**src/core/timer_pkg.sv**
```systemverilog
/*
 timer_pkg: register indexes, bit positions, reset values, divider counts
 and the mode types shared by the dual timer/counter block.
 assumes: byte address of a register is four times its index.
*/
package timer_pkg;

   ////////////////////////////////////////////////////////////////////////
   // register indexes (byte address = index * 4)
   localparam logic [9:0] IDX_FLAGS = 10'h088;
   localparam logic [9:0] IDX_MODE = 10'h089;
   localparam logic [9:0] IDX_T0_LOW = 10'h08a;
   localparam logic [9:0] IDX_T1_LOW = 10'h08b;
   localparam logic [9:0] IDX_T0_HIGH = 10'h08c;
   localparam logic [9:0] IDX_T1_HIGH = 10'h08d;
   localparam logic [9:0] IDX_PRESCALE = 10'h08e;
   localparam logic [9:0] IDX_INT_STATUS = 10'h0a0;
   localparam logic [9:0] IDX_INT_MASK = 10'h0a1;

   ////////////////////////////////////////////////////////////////////////
   // bit positions
   localparam int unsigned FLAG_TF1 = 7;
   localparam int unsigned FLAG_TR1 = 6;
   localparam int unsigned FLAG_TF0 = 5;
   localparam int unsigned FLAG_TR0 = 4;
   localparam int unsigned PRESC_T1 = 4;
   localparam int unsigned PRESC_T0 = 3;
   localparam int unsigned INT_T0 = 0;
   localparam int unsigned INT_T1 = 1;

   ////////////////////////////////////////////////////////////////////////
   // reset values and counts
   localparam logic [7:0] MODE_RST = 8'h00;
   localparam logic [7:0] COUNT_RST = 8'h00;
   localparam logic [1:0] INT_RST = 2'h0;
   localparam int unsigned XTAL_DIV = 12;
   localparam int unsigned SYS_DIV = 4;
   localparam logic [4:0] PRESCALE_MAX = 5'h1f;
   localparam logic [7:0] BYTE_MAX = 8'hff;

   ////////////////////////////////////////////////////////////////////////
   // mode types
   typedef enum logic [1:0] {
      MODE_13BIT = 2'b00,
      MODE_16BIT = 2'b01,
      MODE_RELOAD = 2'b10,
      MODE_SPLIT = 2'b11
   } timer_mode_t;

   typedef struct packed {
      logic gate;
      logic count_src;
      timer_mode_t mode;
   } timer_cfg_t;

   typedef struct packed {
      timer_cfg_t t1;
      timer_cfg_t t0;
   } mode_reg_t;

endpackage

```
**src/core/dual_timer_counter.sv**
```systemverilog
/*
 dual_timer_counter: two 16-bit timer/counters with shared mode control,
 run/overflow flags, prescale selects and a maskable interrupt, on APB.
 assumes: pclk is also the crystal reference; count and gate pins are
 asynchronous and are synchronised here.
*/
// The APB register port was decided locally.
// Functional notes
// timer 1 gate bit clear: timer 1 runs on its run bit alone
// timer 1 gate bit set: needs run bit and gate line high
// timer 1 source: internal tick or falling edges on its count pin
// mode 00 is 8 bits with 5-bit prescaler, mode 01 16 bits
// mode 10 is an 8-bit counter with automatic reload
// timer 0 mode 11 splits it and stops timer 1; timer 1 mode 11 halts
// timer 0 gate bit set also requires its gate line high
// timer 0 source: internal tick or falling edges on its count pin
// timer 0 low byte readable and writable, write loads the count
// timer 1 low byte readable and writable, write loads the count
// timer 0 high byte readable and writable, write loads the count
// timer 1 high byte readable and writable, write loads the count
// internal tick is crystal divided by 12, or system clock by 4
// reload mode copies high byte into low byte on low overflow
// overflow sets the flag; split high byte uses timer 1 run and flag
`timescale 1ns/1ps
`default_nettype none
module dual_timer_counter (
   input wire logic pclk,
   input wire logic presetn,
   input wire logic psel,
   input wire logic penable,
   input wire logic pwrite,
   input wire logic [11:0] paddr,
   input wire logic [31:0] pwdata,
   output logic [31:0] prdata,
   output logic pready,
   output logic pslverr,
   input wire logic count_pin0,
   input wire logic count_pin1,
   input wire logic ext_gate_line0_n,
   input wire logic ext_gate_line1_n,
   output logic irq
);

   ////////////////////////////////////////////////////////////////////////
   // state
   timer_pkg::mode_reg_t mode_reg;
   logic [7:0] t0_low_reg;
   logic [7:0] t0_high_reg;
   logic [7:0] t1_low_reg;
   logic [7:0] t1_high_reg;
   logic tr0_reg;
   logic tr1_reg;
   logic tf0_reg;
   logic tf1_reg;
   logic presc0_reg;
   logic presc1_reg;
   logic [1:0] int_status_reg;
   logic [1:0] int_mask_reg;

   logic xtal_tick;
   logic sys_tick;
   logic cnt0_lvl;
   logic cnt0_fall;
   logic cnt1_lvl;
   logic cnt1_fall;
   logic gate0_lvl;
   logic gate1_lvl;

   ////////////////////////////////////////////////////////////////////////
   // tick sources and pin synchronisers
   tick_divider #(.DIV(timer_pkg::XTAL_DIV)) u_xtal_div (
      .pclk(pclk),
      .presetn(presetn),
      .tick(xtal_tick)
   );

   tick_divider #(.DIV(timer_pkg::SYS_DIV)) u_sys_div (
      .pclk(pclk),
      .presetn(presetn),
      .tick(sys_tick)
   );

   pin_sync u_cnt0 (
      .pclk(pclk),
      .presetn(presetn),
      .pin(count_pin0),
      .level(cnt0_lvl),
      .fall(cnt0_fall)
   );

   pin_sync u_cnt1 (
      .pclk(pclk),
      .presetn(presetn),
      .pin(count_pin1),
      .level(cnt1_lvl),
      .fall(cnt1_fall)
   );

   // gate lines need only a level, the edge output stays unused
   pin_sync u_gate0 (
      .pclk(pclk),
      .presetn(presetn),
      .pin(ext_gate_line0_n),
      .level(gate0_lvl),
      .fall()
   );

   pin_sync u_gate1 (
      .pclk(pclk),
      .presetn(presetn),
      .pin(ext_gate_line1_n),
      .level(gate1_lvl),
      .fall()
   );

   ////////////////////////////////////////////////////////////////////////
   // one count step: {overflow, high, low}
   function automatic logic [16:0] count_step(
      input timer_pkg::timer_mode_t m,
      input logic [7:0] lo,
      input logic [7:0] hi
   );
      logic carry;
      logic [16:0] r;
      carry = 1'b0;
      r = {1'b0, hi, lo};
      case (m)
         timer_pkg::MODE_13BIT: begin
            carry = (lo[4:0] == timer_pkg::PRESCALE_MAX);
            r[4:0] = lo[4:0] + 5'h01;
            r[15:8] = carry ? hi + 8'h01 : hi;
            r[16] = carry & (hi == timer_pkg::BYTE_MAX);
         end
         timer_pkg::MODE_16BIT: begin
            r = {1'b0, hi, lo} + 17'h00001;
         end
         timer_pkg::MODE_RELOAD: begin
            carry = (lo == timer_pkg::BYTE_MAX);
            r[7:0] = carry ? hi : lo + 8'h01;
            r[16] = carry;
         end
         timer_pkg::MODE_SPLIT: begin
            r[7:0] = lo + 8'h01;
            r[16] = (lo == timer_pkg::BYTE_MAX);
         end
         default: begin
            r = {1'b0, hi, lo};
         end
      endcase
      return r;
   endfunction

   ////////////////////////////////////////////////////////////////////////
   // count enables
   timer_pkg::timer_cfg_t cfg0;
   timer_pkg::timer_cfg_t cfg1;
   logic t0_tick;
   logic t1_tick;
   logic t0_inc;
   logic t1_inc;
   logic t0_split;
   logic t1_halt;
   logic th0_inc;
   logic [16:0] t0_step;
   logic [16:0] t1_step;
   logic tf0_set;
   logic tf1_set;

   assign cfg0 = mode_reg.t0;
   assign cfg1 = mode_reg.t1;
   assign t0_tick = presc0_reg ? sys_tick : xtal_tick;
   assign t1_tick = presc1_reg ? sys_tick : xtal_tick;
   assign t0_split = (cfg0.mode == timer_pkg::MODE_SPLIT);
   assign t1_halt = t0_split | (cfg1.mode == timer_pkg::MODE_SPLIT);
   assign t0_inc = tr0_reg & (~cfg0.gate | gate0_lvl)
      & (cfg0.count_src ? cnt0_fall : t0_tick);
   assign t1_inc = tr1_reg & (~cfg1.gate | gate1_lvl)
      & (cfg1.count_src ? cnt1_fall : t1_tick) & ~t1_halt;
   // split high byte borrows timer 1's run bit and counts on timer 0's internal tick
   assign th0_inc = t0_split & tr1_reg & t0_tick;
   assign t0_step = count_step(cfg0.mode, t0_low_reg, t0_high_reg);
   assign t1_step = count_step(cfg1.mode, t1_low_reg, t1_high_reg);
   assign tf0_set = t0_inc & t0_step[16];
   assign tf1_set = (t1_inc & t1_step[16])
      | (th0_inc & (t0_high_reg == timer_pkg::BYTE_MAX));

   ////////////////////////////////////////////////////////////////////////
   // apb decode; writes land at the access edge only
   logic [9:0] idx;
   logic wr_en;
   logic hit;
   logic [7:0] rd_byte;

   assign idx = paddr[11:2];
   assign wr_en = psel & penable & pwrite & pready;

   always_comb begin
      hit = (paddr[1:0] == 2'h0);
      rd_byte = 8'h00;
      case (idx)
         timer_pkg::IDX_FLAGS: begin
            rd_byte[timer_pkg::FLAG_TF1] = tf1_reg;
            rd_byte[timer_pkg::FLAG_TR1] = tr1_reg;
            rd_byte[timer_pkg::FLAG_TF0] = tf0_reg;
            rd_byte[timer_pkg::FLAG_TR0] = tr0_reg;
         end
         timer_pkg::IDX_MODE: rd_byte = mode_reg;
         timer_pkg::IDX_T0_LOW: rd_byte = t0_low_reg;
         timer_pkg::IDX_T1_LOW: rd_byte = t1_low_reg;
         timer_pkg::IDX_T0_HIGH: rd_byte = t0_high_reg;
         timer_pkg::IDX_T1_HIGH: rd_byte = t1_high_reg;
         timer_pkg::IDX_PRESCALE: begin
            rd_byte[timer_pkg::PRESC_T1] = presc1_reg;
            rd_byte[timer_pkg::PRESC_T0] = presc0_reg;
         end
         timer_pkg::IDX_INT_STATUS: rd_byte[1:0] = int_status_reg;
         timer_pkg::IDX_INT_MASK: rd_byte[1:0] = int_mask_reg;
         default: hit = 1'b0;
      endcase
      if (!hit) begin
         rd_byte = 8'h00;
      end
   end

   // one wait-free access phase: answer prepared during the setup cycle
   always_ff @(posedge pclk or negedge presetn) begin
      if (!presetn) begin
         pready <= 1'b0;
         pslverr <= 1'b0;
         prdata <= 32'h0000_0000;
      end else begin
         pready <= psel & ~penable;
         pslverr <= psel & ~penable & ~hit;
         if (psel && !penable) begin
            prdata <= {24'h00_0000, rd_byte};
         end
      end
   end

   ////////////////////////////////////////////////////////////////////////
   // configuration registers
   always_ff @(posedge pclk or negedge presetn) begin
      if (!presetn) begin
         mode_reg <= timer_pkg::MODE_RST;
         presc0_reg <= 1'b0;
         presc1_reg <= 1'b0;
         tr0_reg <= 1'b0;
         tr1_reg <= 1'b0;
         int_mask_reg <= timer_pkg::INT_RST;
      end else if (wr_en && paddr[1:0] == 2'h0) begin
         if (idx == timer_pkg::IDX_MODE) begin
            mode_reg <= pwdata[7:0];
         end
         if (idx == timer_pkg::IDX_PRESCALE) begin
            presc0_reg <= pwdata[timer_pkg::PRESC_T0];
            presc1_reg <= pwdata[timer_pkg::PRESC_T1];
         end
         if (idx == timer_pkg::IDX_FLAGS) begin
            tr0_reg <= pwdata[timer_pkg::FLAG_TR0];
            tr1_reg <= pwdata[timer_pkg::FLAG_TR1];
         end
         if (idx == timer_pkg::IDX_INT_MASK) begin
            int_mask_reg <= pwdata[1:0];
         end
      end
   end

   ////////////////////////////////////////////////////////////////////////
   // overflow flags: hardware set wins over a software write
   logic wr_flags;
   assign wr_flags = wr_en & (paddr[1:0] == 2'h0) & (idx == timer_pkg::IDX_FLAGS);

   always_ff @(posedge pclk or negedge presetn) begin
      if (!presetn) begin
         tf0_reg <= 1'b0;
         tf1_reg <= 1'b0;
      end else begin
         tf0_reg <= tf0_set | (wr_flags ? pwdata[timer_pkg::FLAG_TF0] : tf0_reg);
         tf1_reg <= tf1_set | (wr_flags ? pwdata[timer_pkg::FLAG_TF1] : tf1_reg);
      end
   end

   ////////////////////////////////////////////////////////////////////////
   // interrupt: sticky status, write one to clear, set wins
   logic wr_status;
   logic [1:0] status_set;
   logic [1:0] status_clr;
   assign wr_status = wr_en & (paddr[1:0] == 2'h0) & (idx == timer_pkg::IDX_INT_STATUS);
   assign status_set = {tf1_set, tf0_set};
   assign status_clr = wr_status ? pwdata[1:0] : 2'h0;

   always_ff @(posedge pclk or negedge presetn) begin
      if (!presetn) begin
         int_status_reg <= timer_pkg::INT_RST;
         irq <= 1'b0;
      end else begin
         int_status_reg <= status_set | (int_status_reg & ~status_clr);
         irq <= |(int_status_reg & int_mask_reg);
      end
   end

   ////////////////////////////////////////////////////////////////////////
   // count bytes: a software write replaces that byte for the cycle
   logic wr_cnt;
   assign wr_cnt = wr_en & (paddr[1:0] == 2'h0);

   always_ff @(posedge pclk or negedge presetn) begin
      if (!presetn) begin
         t0_low_reg <= timer_pkg::COUNT_RST;
         t0_high_reg <= timer_pkg::COUNT_RST;
      end else begin
         if (wr_cnt && idx == timer_pkg::IDX_T0_LOW) begin
            t0_low_reg <= pwdata[7:0];
         end else if (t0_inc) begin
            t0_low_reg <= t0_step[7:0];
         end
         if (wr_cnt && idx == timer_pkg::IDX_T0_HIGH) begin
            t0_high_reg <= pwdata[7:0];
         end else if (t0_split) begin
            if (th0_inc) begin
               t0_high_reg <= t0_high_reg + 8'h01;
            end
         end else if (t0_inc) begin
            t0_high_reg <= t0_step[15:8];
         end
      end
   end

   always_ff @(posedge pclk or negedge presetn) begin
      if (!presetn) begin
         t1_low_reg <= timer_pkg::COUNT_RST;
         t1_high_reg <= timer_pkg::COUNT_RST;
      end else begin
         if (wr_cnt && idx == timer_pkg::IDX_T1_LOW) begin
            t1_low_reg <= pwdata[7:0];
         end else if (t1_inc) begin
            t1_low_reg <= t1_step[7:0];
         end
         if (wr_cnt && idx == timer_pkg::IDX_T1_HIGH) begin
            t1_high_reg <= pwdata[7:0];
         end else if (t1_inc) begin
            t1_high_reg <= t1_step[15:8];
         end
      end
   end

   // count pin levels only matter through their edges
   logic unused_lvl;
   assign unused_lvl = cnt0_lvl ^ cnt1_lvl;

endmodule
`default_nettype wire

```
**src/core/pin_sync.sv**
```systemverilog
/*
 pin_sync: two-flop synchroniser for an asynchronous pin, with a
 falling-edge pulse taken only from the second flop onward.
 assumes: pin pulses last at least two pclk periods each way.
*/
`timescale 1ns/1ps
`default_nettype none
module pin_sync (
   input wire logic pclk,
   input wire logic presetn,
   input wire logic pin,
   output logic level,
   output logic fall
);
   logic meta_reg;
   logic sync_reg;
   logic prev_reg;

   // meta_reg feeds only sync_reg
   always_ff @(posedge pclk or negedge presetn) begin
      if (!presetn) begin
         meta_reg <= 1'b1;
         sync_reg <= 1'b1;
         prev_reg <= 1'b1;
      end else begin
         meta_reg <= pin;
         sync_reg <= meta_reg;
         prev_reg <= sync_reg;
      end
   end

   assign level = sync_reg;
   assign fall = prev_reg & ~sync_reg;
endmodule
`default_nettype wire

```
**src/core/tick_divider.sv**
```systemverilog
/*
 tick_divider: one-cycle tick every DIV clocks of pclk.
 assumes: DIV between 2 and 16.
*/
`timescale 1ns/1ps
`default_nettype none
module tick_divider #(
   parameter int unsigned DIV = 12
) (
   input wire logic pclk,
   input wire logic presetn,
   output logic tick
);
   logic [3:0] cnt_reg;

   always_ff @(posedge pclk or negedge presetn) begin
      if (!presetn) begin
         cnt_reg <= 4'h0;
         tick <= 1'b0;
      end else if (cnt_reg == 4'(DIV - 1)) begin
         cnt_reg <= 4'h0;
         tick <= 1'b1;
      end else begin
         cnt_reg <= cnt_reg + 4'h1;
         tick <= 1'b0;
      end
   end
endmodule
`default_nettype wire

```
**config.mk**
```make
export PLATFORM = sky130hd
export DESIGN_NAME = dual_timer_counter
export DESIGN_NICKNAME = d
export VERILOG_FILES = /design/src/core/timer_pkg.sv /design/src/core/dual_timer_counter.sv /design/src/core/pin_sync.sv /design/src/core/tick_divider.sv
export SDC_FILE = /design/constraint.sdc
export NUM_CORES = 1
export LEC_CHECK = 0
export ABC_CLOCK_PERIOD_IN_PS = 4900
export BUFFER_PORTS_ARGS = -buffer_cell sky130_fd_sc_hd__buf_2
export CAP_MARGIN = 20
export CORE_MARGIN = 3
export CORE_UTILIZATION = 44
export DETAILED_ROUTE_END_ITERATION = 8
export PLACE_DENSITY = 0.65
export SYNTH_ARGS = -nofsm -noshare
export SYNTH_HDL_FRONTEND = slang
export SYNTH_SLANG_ARGS = --single-unit
```
**constraint.sdc**
```tcl
create_clock -name pclk -period 4.9 [get_ports pclk]
set_clock_uncertainty 0.05 [all_clocks]
set_input_delay 0.245 -clock pclk [delete_from_list [all_inputs] [get_ports pclk]]
set_output_delay 0.245 -clock pclk [all_outputs]
set_load 0.005 [all_outputs]
```
==> out/results.tsv <==
metric	value	unit
status	finished clean	
placed_cells	688	
endpoint_kind	flop	
synth-compound-area-share	14.9	%
die-area	12800	um2
dieWidth	113	um
grtUsageTotal	21.6	%
cts_sinks	81	
ant_nets	0	
cp_max_fo	15	
wl_per_cell	18.9	um
drc	0	
root_buffer	clkbuf_16	
yosysWarnings	0	
clockBufferDepth	2	
crit_chain	nand4_1, nor3_1, nor3b_2, and3_1, mux2_2	
htree_num_levels	3	
nets	630	
cap_violations	0	
vias_per_cell	5.86	
yosys.area_share.simple	22.0	%
ios	88	
setup-violations-final	0	
cts_setup_buffers	0	
synth_top_flop_cell	dfrtp_1	
core_region_area	11000	um2
p_leak	2.32	nW
dp_hpwl	9.81	mm
whs	0.0876	ns
period_share	52.6	%
synth-seq-area-share	40.2	%
holdPathStages	3	
antenna_found_initial	0	
area_growth	10.4	%
hold_class	in -> reg	
fin_cells	710	
synth_top_family_by_area	simple AND/OR/NAND/NOR gates	
synthCells	530	
path_clk_slew	0.06	ns
final.min_clock_period	2.58	ns
arrival	2.75	ns
mostFrequentLayoutCells	dfrtp_1 (71), nand2_1 (62), buf_2 (38)	
cts_made_buffers	9	
synth_top_area_cell	dfrtp_1	
r2r_cells	5	
num_antenna_cells	0	
die_h	113	um
cp.required	5.08	ns
grt_overflow	0	
start_util	46.0	%
grt_pass1_wl	21.4	mm
crit_slowest_cell	and3_1	
syn_avg_cell_area	9.56	um2
irDropWorstVdd	150	uV
synthMuxAreaShare	9.33	%
critPathLaunchType	flop	
synth_fa_ha_area_share	2.96	%
wl	13.4	mm
portBuffers	39	
drive_gt1_share	19.1	%
synth_top_cells_by_area	dfrtp_1 (35%), dfstp_2 (5.2%), nand2_1 (4.6%)	
cp_slowest_stage_delay	0.58	ns
relSlewSlack	54.6	%
grt_pass1_vias	3988	
fmax	388	MHz
clkLatencyLatePin	0.34	ns
fillCellCount	1046	
hold_viol	0	
synthArstFlopShare	100	%
rsz0062_at_grt	no	
finalMaxSlewViolations	0	
firstDrtPassIters	5	
syn-cell-area	5070	um2
num_vias	4160	
synth_xor_area_share	3.46	%
synth_seq_cells	81	
synth_top_area_share	35.1	%
final_common_cell	dfrtp_1	
path_class	reg -> reg	
cts-resized-gates	0	
synth-edff-count	0	
drtIter0Drc	340	
worstMarginPinSlew	0.675	ns
row_count	38	
powerDensity	253	nW/um2
ys_types	73	
gp_congestion	0.919	
cts_tree	built	
setup_tns	0	ns
postCtsHoldBufs	4	
grt_max_degree	82	
==> cell type report <==
class                   instances  area [um2]  area share [%]
flip-flops and latches         81        2040            36.4
clock inverters                 5        56.3            1.01
repair buffers                 45         275            4.92
multi-input cells             412        2760            49.3
well taps                     140         175            3.13
clock buffers                  11         233            4.16
inverters                      16        60.1            1.07
==> metal layers <==
| layer | share of wire [%] | vias up | wire length, um | global-route usage [%] |
|---|---|---|---|---|
| met2 | 47 | 177 | 6310 | 34.3 |
| met3 | 6.9 | 25 | 931 | 4.97 |
| met5 | 0 | - | 0 | 0 |
| met4 | 2.2 | 0 | 294 | 6.97 |
| met1 | 44 | 2006 | 5870 | 29.3 |
| li1 | - | 1952 | - | - |
==> synth_stat cells, types with 3 or more instances <==
library cell,n
a211oi_1,5
a21o_1,3
a21oi_1,15
a221oi_1,5
a22o_1,5
a22oi_1,5
a31oi_1,5
a41oi_1,3
and2_1,3
and2b_2,3
and3_1,7
and3_2,3
and4_1,5
buf_2,7
buf_4,26
buf_6,3
clkbuf_1,6
dfrtp_1,71
dfstp_2,10
ha_1,12
inv_1,16
mux2_2,17
mux2i_1,18
mux4_2,4
nand2_1,62
nand2b_1,5
nand3_1,21
nand4_1,12
nand4b_1,4
nor2_1,32
nor2_2,3
nor3_1,13
nor3b_1,9
o21ai_0,30
o21ai_1,16
o31ai_1,3
xnor2_1,13
xor2_1,7
==> path summary, 6_finish.rpt <==
check | slack (ns) | end | from
min reg2reg | 0.31 | u_gate1.level | u_gate1.meta_reg
max in group asynchronous | 3.83 | u_cnt1.meta_reg | presetn
min in group asynchronous | 0.32 | irq | presetn
max | 2.32 | t0_high_reg[5] | pready
max reg2reg | 2.32 | t0_high_reg[5] | pready
min | 0.09 | t0_high_reg[3] | pwdata[3]
==> critical path, delay by kind of cell (launching register included) <==
family,cells,cell delay [ns]
flip-flops,1,0.34
multiplexers,1,0.39
AND/OR/NAND/NOR,4,1.68
==> kinds of logic (layout without fill, tap and decap cells) <==
group | Yosys count | count (layout)
and+or+nand+nor | 201 | 201
AOI/OAI and AO/OA | 115 | 115
DFF | 81 | 81
buffers and inverters | 60 | 77
muxes | 40 | 40
xor gates and xnor gates | 20 | 20
adders and majority gates | 12 | 12
other | 1 | 24
==> stage by stage <==
| step | total power, mW | utilization (%) | worst slack [ns] | instance area, um2 |
|---|---|---|---|---|
| after floorplan | 0.735 | - | 2.73 | 5150 |
| after global placement | 0.762 | 47.4 | 2.39 | 5230 |
| after detailed placement | 0.764 | 47.4 | 2.39 | 5230 |
| after CTS | 1.43 | 50.4 | 2.38 | 5560 |
| after global routing | 1.47 | 50.7 | 2.04 | 5600 |
| final | 1.42 | 50.7 | 2.32 | 5600 |
==> power breakdown <==
group / switching (mW) / internal (mW) / total [mW]
combinational: 0.0520 / 0.0257 / 0.0777
sequential: 0.00222 / 0.678 / 0.680
clock: 0.264 / 0.394 / 0.658
Note: power is estimated with default switching activity, not from simulation.
